## src/timer_f_pkg.sv

```systemverilog
// constants shared by the timer status block and its holding latch
package timer_f_pkg;

  // ---------------------------------------------------------------
  // bus widths
  // ---------------------------------------------------------------
  localparam int DATA_W = 8;
  localparam int ADDR_W = 3;

  // ---------------------------------------------------------------
  // register offsets on the 8-bit peripheral bus
  // ---------------------------------------------------------------
  localparam logic [ADDR_W-1:0] ADDR_TIMER_CONTROL = 3'h0;
  localparam logic [ADDR_W-1:0] ADDR_FLAGS_CONTROL = 3'h1;
  localparam logic [ADDR_W-1:0] ADDR_COUNTER_UPPER = 3'h2;
  localparam logic [ADDR_W-1:0] ADDR_COUNTER_LOWER = 3'h3;
  localparam logic [ADDR_W-1:0] ADDR_COMPARE_UPPER = 3'h4;
  localparam logic [ADDR_W-1:0] ADDR_COMPARE_LOWER = 3'h5;
  localparam logic [ADDR_W-1:0] ADDR_CLOCK_STOP    = 3'h6;

  // ---------------------------------------------------------------
  // field positions
  // ---------------------------------------------------------------
  localparam int BIT_UPPER_OVERFLOW_FLAG = 7;
  localparam int BIT_UPPER_MATCH_FLAG    = 6;
  localparam int BIT_UPPER_OVERFLOW_IRQE = 5;
  localparam int BIT_UPPER_CLEAR_MATCH   = 4;
  localparam int BIT_LOWER_OVERFLOW_FLAG = 3;
  localparam int BIT_LOWER_MATCH_FLAG    = 2;
  localparam int BIT_LOWER_OVERFLOW_IRQE = 1;
  localparam int BIT_LOWER_CLEAR_MATCH   = 0;
  localparam int BIT_SPLIT_MODE_SELECT   = 6;
  localparam int BIT_TIMER_MODULE_RUN    = 2;

  // ---------------------------------------------------------------
  // masks and reset values
  // ---------------------------------------------------------------
  localparam logic [DATA_W-1:0] FLAG_BITS_MASK    = 8'hCC;
  localparam logic [DATA_W-1:0] CONTROL_BITS_MASK = 8'h33;
  localparam logic [DATA_W-1:0] FLAGS_RESET       = 8'h00;
  localparam logic [DATA_W-1:0] TIMER_CTRL_RESET  = 8'h00;
  localparam logic [DATA_W-1:0] CLOCK_STOP_RESET  = 8'hFF;
  localparam logic [DATA_W-1:0] COUNTER_RESET     = 8'h00;
  localparam logic [DATA_W-1:0] COMPARE_RESET     = 8'hFF;
  localparam logic [DATA_W-1:0] HALF_ALL_ONES     = 8'hFF;
  localparam logic [DATA_W-1:0] HALF_ONE          = 8'h01;
  localparam logic [DATA_W-1:0] ZERO_BYTE         = 8'h00;
  localparam logic [DATA_W-1:0] UNMAPPED_READ     = 8'hFF;

endpackage

```

## src/hold_link_if.sv

```systemverilog
// carrier between the register logic and the holding latch
`timescale 1ns/1ps
interface hold_link_if;
  import timer_f_pkg::*;

  logic              load;
  logic [DATA_W-1:0] load_data;
  logic [DATA_W-1:0] held;

  modport owner (output load, output load_data, input held);
  modport latch (input load, input load_data, output held);
endinterface

```

## src/hold_latch.sv

```systemverilog
// byte-wide holding latch used for paired upper/lower transfers
`timescale 1ns/1ps
module hold_latch
  import timer_f_pkg::*;
(
  // clock and reset
  input  wire logic  mclk_in,
  input  wire logic  reset_in,
  // link to the register logic
  hold_link_if.latch link
);

  // ---------------------------------------------------------------
  // latch register
  // ---------------------------------------------------------------
  logic [DATA_W-1:0] held_q;

  // only one producer a cycle: upper write data or lower counter snapshot
  always_ff @(posedge mclk_in or posedge reset_in) begin
    if (reset_in) begin
      held_q <= ZERO_BYTE;
    end else if (link.load) begin
      held_q <= link.load_data;
    end
  end

  assign link.held = held_q;

endmodule

```

## src/timer_f_status_and_cpu_port.sv

```systemverilog
// status, control and 8-bit cpu port logic of the split-capable 16-bit timer
`timescale 1ns/1ps
module timer_f_status_and_cpu_port
  import timer_f_pkg::*;
(
  // clock and reset
  input  wire logic              mclk_in,
  input  wire logic              reset_in,
  // 8-bit peripheral bus
  input  wire logic [ADDR_W-1:0] bus_addr_in,
  input  wire logic              bus_wr_in,
  input  wire logic              bus_rd_in,
  input  wire logic [DATA_W-1:0] bus_wdata_in,
  output logic      [DATA_W-1:0] bus_rdata_out,
  // count enables from the clock select logic, same clock
  input  wire logic              count_lower_tick_in,
  input  wire logic              count_upper_tick_in,
  // interrupt requests to the interrupt controller
  output logic                   upper_irq_request_flag_out,
  output logic                   lower_irq_request_flag_out,
  // state visible to neighbouring logic
  output logic      [15:0]       counter_word_out,
  output logic                   split_mode_select_out,
  output logic                   module_standby_out
);

  // ---------------------------------------------------------------
  // address decode
  // ---------------------------------------------------------------
  function automatic logic hits(input logic [ADDR_W-1:0] a,
                                input logic [ADDR_W-1:0] target);
    hits = (a == target);
  endfunction

  wire wr_timer_ctrl = bus_wr_in & hits(bus_addr_in, ADDR_TIMER_CONTROL);
  wire wr_flags      = bus_wr_in & hits(bus_addr_in, ADDR_FLAGS_CONTROL);
  wire wr_cnt_hi     = bus_wr_in & hits(bus_addr_in, ADDR_COUNTER_UPPER);
  wire wr_cnt_lo     = bus_wr_in & hits(bus_addr_in, ADDR_COUNTER_LOWER);
  wire wr_cmp_hi     = bus_wr_in & hits(bus_addr_in, ADDR_COMPARE_UPPER);
  wire wr_cmp_lo     = bus_wr_in & hits(bus_addr_in, ADDR_COMPARE_LOWER);
  wire wr_clk_stop   = bus_wr_in & hits(bus_addr_in, ADDR_CLOCK_STOP);
  wire rd_flags      = bus_rd_in & hits(bus_addr_in, ADDR_FLAGS_CONTROL);
  wire rd_cnt_hi     = bus_rd_in & hits(bus_addr_in, ADDR_COUNTER_UPPER);

  // ---------------------------------------------------------------
  // registers
  // ---------------------------------------------------------------
  logic [DATA_W-1:0] timer_control_reg_q;
  logic [DATA_W-1:0] timer_flags_and_control_q;
  logic [DATA_W-1:0] timer_flags_and_control_d;
  logic [DATA_W-1:0] peripheral_clock_stop_one_q;
  logic [DATA_W-1:0] read_armed_q;
  logic [DATA_W-1:0] read_armed_d;
  logic [DATA_W-1:0] counter_upper_half_q;
  logic [DATA_W-1:0] counter_upper_half_d;
  logic [DATA_W-1:0] counter_lower_half_q;
  logic [DATA_W-1:0] counter_lower_half_d;
  logic [DATA_W-1:0] compare_upper_half_q;
  logic [DATA_W-1:0] compare_upper_half_d;
  logic [DATA_W-1:0] compare_lower_half_q;
  logic [DATA_W-1:0] compare_lower_half_d;
  logic [DATA_W-1:0] rdata_q;
  logic [DATA_W-1:0] rdata_d;
  logic              upper_irq_q;
  logic              lower_irq_q;
  logic              standby_q;

  // ---------------------------------------------------------------
  // holding latch shared by all paired transfers
  // ---------------------------------------------------------------
  // one latch serves counter writes, compare writes and counter reads,
  // so two pairs interleaved corrupt each other; software must keep
  // each upper/lower pair together, the latch cannot tell them apart
  hold_link_if hold ();

  hold_latch u_hold_latch (
    .mclk_in  (mclk_in),
    .reset_in (reset_in),
    .link     (hold.latch)
  );

  // ---------------------------------------------------------------
  // mode and control fields
  // ---------------------------------------------------------------
  wire split_mode      = timer_control_reg_q[BIT_SPLIT_MODE_SELECT];
  wire timer_run       = peripheral_clock_stop_one_q[BIT_TIMER_MODULE_RUN];
  wire upper_ovf_irqe  = timer_flags_and_control_q[BIT_UPPER_OVERFLOW_IRQE];
  wire upper_clear_sel = timer_flags_and_control_q[BIT_UPPER_CLEAR_MATCH];
  wire lower_ovf_irqe  = timer_flags_and_control_q[BIT_LOWER_OVERFLOW_IRQE];
  wire lower_clear_sel = timer_flags_and_control_q[BIT_LOWER_CLEAR_MATCH];

  // ---------------------------------------------------------------
  // counting events
  // ---------------------------------------------------------------
  // the match event fires on the tick that leaves the matching value,
  // so a freshly written equal value is seen on the next count pulse
  wire tick_lo    = timer_run & count_lower_tick_in;
  wire lo_equal   = (counter_lower_half_q == compare_lower_half_q);
  wire hi_equal   = (counter_upper_half_q == compare_upper_half_q);
  wire lo_at_top  = (counter_lower_half_q == HALF_ALL_ONES);
  wire hi_at_top  = (counter_upper_half_q == HALF_ALL_ONES);
  // a write landing on the same edge swallows the overflow
  wire lo_ovf     = tick_lo & lo_at_top & ~wr_cnt_lo;
  wire tick_hi    = split_mode ? (timer_run & count_upper_tick_in)
                               : (tick_lo & lo_at_top);
  wire hi_ovf     = tick_hi & hi_at_top & ~(split_mode ? wr_cnt_hi : wr_cnt_lo);
  wire lo_match   = tick_lo & lo_equal & ~wr_cmp_lo;
  wire hi_match   = split_mode ? (tick_hi & hi_equal & ~wr_cmp_hi)
                               : (tick_lo & lo_equal & hi_equal & ~wr_cmp_lo);
  // clear selects: upper one clears the whole word in wide mode, each its own half in split mode
  wire clear_hi   = upper_clear_sel & hi_match;
  wire clear_lo   = (split_mode & lower_clear_sel & lo_match)
                  | (~split_mode & clear_hi);

  // ---------------------------------------------------------------
  // paired transfer steering
  // ---------------------------------------------------------------
  // wide mode: upper writes park in the latch, lower writes commit both
  wire pair_cnt_commit = wr_cnt_lo & ~split_mode;
  wire pair_cmp_commit = wr_cmp_lo & ~split_mode;
  wire direct_cnt_hi   = wr_cnt_hi & split_mode;
  wire direct_cmp_hi   = wr_cmp_hi & split_mode;
  wire park_upper      = (wr_cnt_hi | wr_cmp_hi) & ~split_mode;
  wire snap_lower      = rd_cnt_hi & ~split_mode;

  assign hold.load      = park_upper | snap_lower;
  assign hold.load_data = park_upper ? bus_wdata_in : counter_lower_half_q;

  // ---------------------------------------------------------------
  // counter next values
  // ---------------------------------------------------------------
  // cpu write beats clear, clear beats increment
  always_comb begin
    counter_upper_half_d = counter_upper_half_q;
    if (direct_cnt_hi) begin
      counter_upper_half_d = bus_wdata_in;
    end else if (pair_cnt_commit) begin
      counter_upper_half_d = hold.held;
    end else if (clear_hi) begin
      counter_upper_half_d = ZERO_BYTE;
    end else if (tick_hi) begin
      counter_upper_half_d = counter_upper_half_q + HALF_ONE;
    end
  end

  always_comb begin
    counter_lower_half_d = counter_lower_half_q;
    if (wr_cnt_lo) begin
      counter_lower_half_d = bus_wdata_in;
    end else if (clear_lo) begin
      counter_lower_half_d = ZERO_BYTE;
    end else if (tick_lo) begin
      counter_lower_half_d = counter_lower_half_q + HALF_ONE;
    end
  end

  // compare halves never count; only the cpu changes them
  assign compare_upper_half_d = direct_cmp_hi   ? bus_wdata_in :
                                pair_cmp_commit ? hold.held    : compare_upper_half_q;
  assign compare_lower_half_d = wr_cmp_lo ? bus_wdata_in : compare_lower_half_q;

  // ---------------------------------------------------------------
  // flags: set by hardware, cleared by read-one then write-zero
  // ---------------------------------------------------------------
  wire [DATA_W-1:0] flag_set_v =
    (DATA_W'(hi_ovf)   << BIT_UPPER_OVERFLOW_FLAG) |
    (DATA_W'(hi_match) << BIT_UPPER_MATCH_FLAG)    |
    (DATA_W'(lo_ovf)   << BIT_LOWER_OVERFLOW_FLAG) |
    (DATA_W'(lo_match) << BIT_LOWER_MATCH_FLAG);

  // a zero only clears a flag that the last flags read saw as one
  wire [DATA_W-1:0] flag_clear_v =
    {DATA_W{wr_flags}} & ~bus_wdata_in & read_armed_q & FLAG_BITS_MASK;

  // ones written to flag positions are dropped by the mask
  wire [DATA_W-1:0] ctrl_new  = bus_wdata_in & CONTROL_BITS_MASK;
  wire [DATA_W-1:0] ctrl_keep = timer_flags_and_control_q & CONTROL_BITS_MASK;
  wire [DATA_W-1:0] ctrl_part = wr_flags ? ctrl_new : ctrl_keep;

  // set is or-ed last so a coincident event survives the clear
  assign timer_flags_and_control_d =
    ctrl_part | (timer_flags_and_control_q & FLAG_BITS_MASK & ~flag_clear_v)
              | flag_set_v;

  // arming is refreshed by each flags read and spent by each flags write
  assign read_armed_d = rd_flags ? (timer_flags_and_control_q & FLAG_BITS_MASK) :
                        wr_flags ? ZERO_BYTE : read_armed_q;

  // ---------------------------------------------------------------
  // read data selection
  // ---------------------------------------------------------------
  always_comb begin
    rdata_d = rdata_q;
    if (bus_rd_in) begin
      case (bus_addr_in)
        ADDR_FLAGS_CONTROL: rdata_d = timer_flags_and_control_q;
        ADDR_COUNTER_UPPER: rdata_d = counter_upper_half_q;
        ADDR_COUNTER_LOWER: rdata_d = split_mode ? counter_lower_half_q
                                                 : hold.held;
        ADDR_COMPARE_UPPER: rdata_d = compare_upper_half_q;
        ADDR_COMPARE_LOWER: rdata_d = compare_lower_half_q;
        ADDR_CLOCK_STOP:    rdata_d = peripheral_clock_stop_one_q;
        default:            rdata_d = UNMAPPED_READ; // control reg is write-only
      endcase
    end
  end

  // ---------------------------------------------------------------
  // register update
  // ---------------------------------------------------------------
  always_ff @(posedge mclk_in or posedge reset_in) begin
    if (reset_in) begin
      timer_flags_and_control_q <= FLAGS_RESET;
      read_armed_q              <= ZERO_BYTE;
      timer_control_reg_q       <= TIMER_CTRL_RESET;
      peripheral_clock_stop_one_q <= CLOCK_STOP_RESET;
    end else begin
      timer_flags_and_control_q <= timer_flags_and_control_d;
      read_armed_q              <= read_armed_d;
      if (wr_timer_ctrl) begin
        timer_control_reg_q <= bus_wdata_in;
      end
      if (wr_clk_stop) begin
        peripheral_clock_stop_one_q <= bus_wdata_in;
      end
    end
  end

  always_ff @(posedge mclk_in or posedge reset_in) begin
    if (reset_in) begin
      counter_upper_half_q <= COUNTER_RESET;
      counter_lower_half_q <= COUNTER_RESET;
      compare_upper_half_q <= COMPARE_RESET;
      compare_lower_half_q <= COMPARE_RESET;
    end else begin
      counter_upper_half_q <= counter_upper_half_d;
      counter_lower_half_q <= counter_lower_half_d;
      compare_upper_half_q <= compare_upper_half_d;
      compare_lower_half_q <= compare_lower_half_d;
    end
  end

  // standby kept in a flop of its own so the output needs no inverter
  // behind the register; it is written on the same edge as the run bit,
  // so the two never disagree, at the cost of one extra flip-flop
  always_ff @(posedge mclk_in or posedge reset_in) begin
    if (reset_in) begin
      standby_q <= ~CLOCK_STOP_RESET[BIT_TIMER_MODULE_RUN];
    end else if (wr_clk_stop) begin
      standby_q <= ~bus_wdata_in[BIT_TIMER_MODULE_RUN];
    end
  end

  // ---------------------------------------------------------------
  // interrupt requests and bus answer
  // ---------------------------------------------------------------
  // lower half raises its own request only when the halves run apart
  always_ff @(posedge mclk_in or posedge reset_in) begin
    if (reset_in) begin
      upper_irq_q <= 1'b0;
      lower_irq_q <= 1'b0;
      rdata_q     <= ZERO_BYTE;
    end else begin
      upper_irq_q <= (hi_ovf & upper_ovf_irqe) | hi_match;
      lower_irq_q <= split_mode & ((lo_ovf & lower_ovf_irqe) | lo_match);
      rdata_q     <= rdata_d;
    end
  end

  // ---------------------------------------------------------------
  // outputs, all straight from flip-flops
  // ---------------------------------------------------------------
  assign bus_rdata_out              = rdata_q;
  assign upper_irq_request_flag_out = upper_irq_q;
  assign lower_irq_request_flag_out = lower_irq_q;
  assign counter_word_out           = {counter_upper_half_q, counter_lower_half_q};
  assign split_mode_select_out      = timer_control_reg_q[BIT_SPLIT_MODE_SELECT];
  assign module_standby_out         = standby_q;

endmodule
```

## config.mk

```make
export PLATFORM = sky130hd
export DESIGN_NAME = timer_f_status_and_cpu_port
export DESIGN_NICKNAME = d
export VERILOG_FILES = /design/src/timer_f_pkg.sv /design/src/hold_link_if.sv /design/src/hold_latch.sv /design/src/timer_f_status_and_cpu_port.sv
export SDC_FILE = /design/constraint.sdc
export NUM_CORES = 1
export LEC_CHECK = 0
export BUFFER_PORTS_ARGS = -buffer_cell sky130_fd_sc_hd__buf_2
export CAP_MARGIN = 30
export CORE_MARGIN = 2
export CORE_UTILIZATION = 35
export DETAILED_ROUTE_END_ITERATION = 16
export GPL_TIMING_DRIVEN = 0
export PLACE_DENSITY = 0.48
export SLEW_MARGIN = 20
export SYNTH_ARGS = -nofsm -noshare
export SYNTH_HDL_FRONTEND = slang
export SYNTH_HIERARCHICAL = 1
export SYNTH_SLANG_ARGS = --single-unit
```

## constraint.sdc

```tcl
create_clock -name mclk_in -period 2.42 [get_ports mclk_in]
set_input_delay 0.121 -clock mclk_in [delete_from_list [all_inputs] [get_ports mclk_in]]
set_output_delay 0.121 -clock mclk_in [all_outputs]
set_load 0.05 [all_outputs]
```

==> impl.org <==
** Outcome
- The run finished with clean final reports.

** Yosys
- Of the post-synthesis cell area, the dominant cell type holds 0.2640.
- After synthesis, the cell types taking the most area are dfrtp_1, dfstp_2, mux2_2, nand2_1, xnor2_1.
- Cells after synthesis :: roughly 480
- Synth Net Count :: ~500
- The share of the Yosys chip area taken by registers is 0.4026.
- Async set-reset flop share out of synthesis :: 1.000
- Most frequent cell after synthesis :: nand2_1
- Unique masters post-synth :: just under 60
- For this run, the number of Yosys warnings is 6.
- Syn_area_per_cell :: 9.419 µm²
- The mapped netlist covers about 4500 µm².
- Flops & latches, synth :: 72
- Summed over all instances, the cell type with the most area after synthesis is dfrtp_1.
- Most frequent cells after synthesis :: nand2_1, dfrtp_1, nor2_1, mux2_2
- Post-synth EDFFs :: 0
- Top flip-flop cell by instance count after synthesis :: dfrtp_1

** Floorplanning
- Top-level I/O count :: 45
- DIE AREA :: roughly 14000 µm²
- Core Rows :: slightly above 40
- Die Height :: 118.0 µm
- The floorplan step defined a core boundary enclosing approximately 13000 µm².
- Measured along the x axis, the die boundary spans 118.0 µm.
- Initial core utilization :: 0.3590

** STA
- Largest clock skew in the final design :: ~0.0074 ns
- Number of hold violations in the final report :: 0
- Derived from the worst setup path, the maximum achievable clock frequency is 427.7 MHz.
- Measured against its own limit, the worst slew margin works out to 0.4798.
- Actual transition at the worst max-transition pin :: 0.7732 ns
- Setup violations remaining at the end of the flow were counted as 0.
- Dividing the final minimum period by the clock period gives 0.9661.
- The final max-slew violation count came to 0.
- The smallest clock period supported by the final layout is computed as 2.338 ns.

** Place
- Area post-placement :: between 4000 and 5000 µm²
- GPL Wtd Cong :: between 0.9 and 1
- Count of input and output buffers :: 40
- Post-DP HPWL :: about 11000 µm
- After detailed placement, the design holds a cell count of about 700.

** Worst setup path
- Startpoint type of the worst setup path :: flop
- Highest net fanout along the worst path :: 7
- Measured in cells, the most critical reg-to-reg path has a length of 7.
- Crit Path Class :: flop to flop
- In this design, the largest share of critical-path delay is due to compound AO/OA/AOI/OAI gates.
- The number of buffers and inverters on the critical path is 1.
- Setup slack on the worst reg-to-reg path comes out at approximately 0.082 ns.
- The worst setup path is captured at a flop.
- In this run the worst setup path begins at counter_upper_half_q[0]$_DFFE_PP0P_.
- Cell at the slowest stage of the critical path :: nor4_1
- RR Endpoint :: counter_upper_half_q[7]$_DFFE_PP0P_
- The startpoint identified for the worst register-to-register timing path is counter_upper_half_q[0]$_DFFE_PP0P_.
- Data required time at the worst endpoint :: 2.68 ns
- Worst setup path endpoint :: counter_upper_half_q[7]$_DFFE_PP0P_
- Most frequent cell on the critical path :: o211ai_1
- Worst path cell trace :: buf_2 -> nand2_1 -> nor4_1 -> o211ai_1 -> o211a_1 -> a211o_1 -> o211ai_1
- Max stage delay on crit path :: around 0.69 ns
- STA puts the critical path data arrival time at around 2.6 ns.
- Counting buffers and inverters, the worst setup path is 7 cells deep.

** Pwr
- In this run the static leakage power is 2.268 nW.
- IR drop worst, VDD :: roughly 0.32 mV
- Total power density per cell area :: 1074 nW/µm²

** Job
- Reported max-cap violation count :: 0

** Clocking
- Total CTS buffers :: 9
- Clock tree synthesis found a total of a little over 70 sinks.
- The later pin in the worst-skew pair is clocked with a latency of ~0.36 ns.
- The H-tree generated during clock tree synthesis spans 3 levels.
- Clock Tree Root :: clkbuf_16
- After clock tree synthesis, the clock-pin slew on the worst setup and hold paths is about 0.060 ns.
- TritonCTS clock tree :: yes
- Largest buffer count on any clock path :: 2

** Drt
- Total routed wirelength :: about 15000 µm
- Routed via count :: about 4200
- Post-detailed-route via-to-cell ratio :: between 5 and 6
- Dividing the detail-routed wire length by the instance count gives 21.54 µm.
- Before antenna repair, the detailed router went through 5 iterations.
- Count of routing violations after the opening detailed-route iteration :: around 350
- In the routed design, unresolved DRC markers number 0.
- Antenna Nets Post-Route :: 0

** Layout
- Number of nets in the layout :: about 560
- Fraction of final layout cells sized beyond drive strength 1 :: 0.2998
- Once layout is done, the placed cells without fillers occupy 5411 µm².
- The area growth from synthesis to layout is 18.95%.
- The repair_antennas step left the layout with diodes totalling 0.
- The finished layout holds 719 standard cells, fillers aside.

** Global routing
- Number of antenna violations at the first check in global routing :: 0
- Number of global-route vias before repair :: between 4000 and 5000
- After global routing the overflow that remains totals 0.
- Global-route total usage across every layer :: 0.2302
- The first global-routing pass estimated approximately 24000 µm of wire.
- Largest net degree at the start of global routing :: between 40 and 50

** Hold path
- The tightest min-delay check is of the primary input to flop type.
power by group:
group	internal, mW	switching [mW]	total [mW]
Clock	0.856	0.554	1.41
Combinational	0.917	1.41	2.33
Sequential	1.64	0.433	2.07
Total	3.41	2.40	5.81
registers in the layout, summed over array words and instances (netlist names):
name and count:
module_standby_out 1, counter_upper_half_q 8, upper_irq_request_flag_out 1, compare_lower_half_q 8
read_armed_q 4, counter_lower_half_q 8, compare_upper_half_q 8, bus_rdata_out 8
timer_flags_and_control_q 8, timer_control_reg_q 1, lower_irq_request_flag_out 1, u_hold_latch/link.held 8
peripheral_clock_stop_one_q 8
cell usage in the layout (no fill, tap or decap), types with 3 or more instances in the layout:
cell type / count
o21ai_0: 14
nor2b_1: 4
and3_1: 6
buf_4: 9
mux2_2: 33
clkbuf_1: 18
a22oi_1: 3
a22o_1: 5
a21o_1: 5
a221oi_1: 3
nor3_1: 6
o22ai_1: 13
clkbuf_16: 9
o211ai_1: 10
mux2i_1: 13
dfrtp_1: 46
a31oi_1: 7
nor2_1: 36
or2_2: 3
o221ai_1: 8
nand4b_1: 6
buf_1: 4
o311ai_0: 6
xnor2_1: 17
nor4_1: 9
and2_1: 3
nand4_1: 5
nand2_1: 55
o31ai_1: 5
buf_6: 3
buf_2: 53
a211o_1: 4
dfstp_2: 24
mux2_4: 8
a21oi_1: 23
inv_1: 9
nand3_1: 20
kinds of logic after synthesis:
family,Yosys count,share of synthesized area
compound gates,121,0.1873
xor+xnor,19,0.03658
fa+ha+maj,2,0.005500
buf+inv,51,0.05280
flops,72,0.4026
mux,54,0.1367
simple gates,164,0.1785
worst min path at each step:
stage,cells past startpoint,slack [ns],startpoint,to
floorplan,1,-0.06,reset_in,u_hold_latch/link.held[0]$_DFFE_PP0P_
global placement,2,0.09,reset_in,u_hold_latch/link.held[0]$_DFFE_PP0P_
detailed placement,2,0.12,reset_in,u_hold_latch/link.held[1]$_DFFE_PP0P_
CTS,3,0.15,bus_wdata_in[1],compare_upper_half_q[1]$_DFFE_PP1P_
global route,3,0.17,bus_wdata_in[1],compare_upper_half_q[1]$_DFFE_PP1P_
finish,2,0.16,bus_wdata_in[2],module_standby_out$_DFFE_PP0P_
layer usage:
layer  wire length (µm)  GRT usage  up-vias
li1                   -          -     1911
met1               6865     0.3197     2060
met2               7086     0.3499      191
met3               1084    0.04264       28
met4                451    0.09940        0
met5                  0          0        -
metrics by stage:
| stage | total power [mW] | setup WS [ns] | hold slack, ns | util | TNS, ns |
|---|---|---|---|---|---|
| final | 5.810 | 0.08210 | 0.1579 | 0.4271 | 0 |
| after global routing | 6.141 | -0.0003917 | 0.1732 | 0.4271 | -0.0003917 |
| after CTS | 5.761 | 0.01178 | 0.1487 | 0.4217 | 0 |
| after detailed placement | 4.304 | -0.09191 | 0.1182 | 0.3944 | -0.2861 |
| after global placement | 4.281 | -0.4943 | 0.08942 | 0.3920 | -11.93 |
| after floorplan | 3.633 | 0.08994 | -0.06334 | - | 0 |
worst reg2reg max path: stages, from the launching register on:
cell and delay, ns:
dfrtp_1 0.37, buf_2 0.23, nand2_1 0.08, nor4_1 0.69, o211ai_1 0.21, o211a_1 0.26, a211o_1 0.31, o211ai_1 0.11
timing repair:
item,in CTS,in global routing
endpoints found under the hold margin,20,0
gates resized for setup,4,4
setup buffers,0,6
hold buffers,1,0
pin swaps,0,2
endpoints found under the setup margin,10,9
area by class of cell:
cell class / count / area (µm²)
plain buffers: 41 / 205.2
multi-input cells: 360 / 2525
clock buffers: 12 / 256.5
repair buffers: 48 / 282.8
clock inverters: 4 / 52.55
inverters: 10 / 40.04
well taps: 172 / 215.2
flip-flops and latches: 72 / 1834
fillers: 1291 / 7259
No activity file was read; power rests on OpenSTA's default activity.
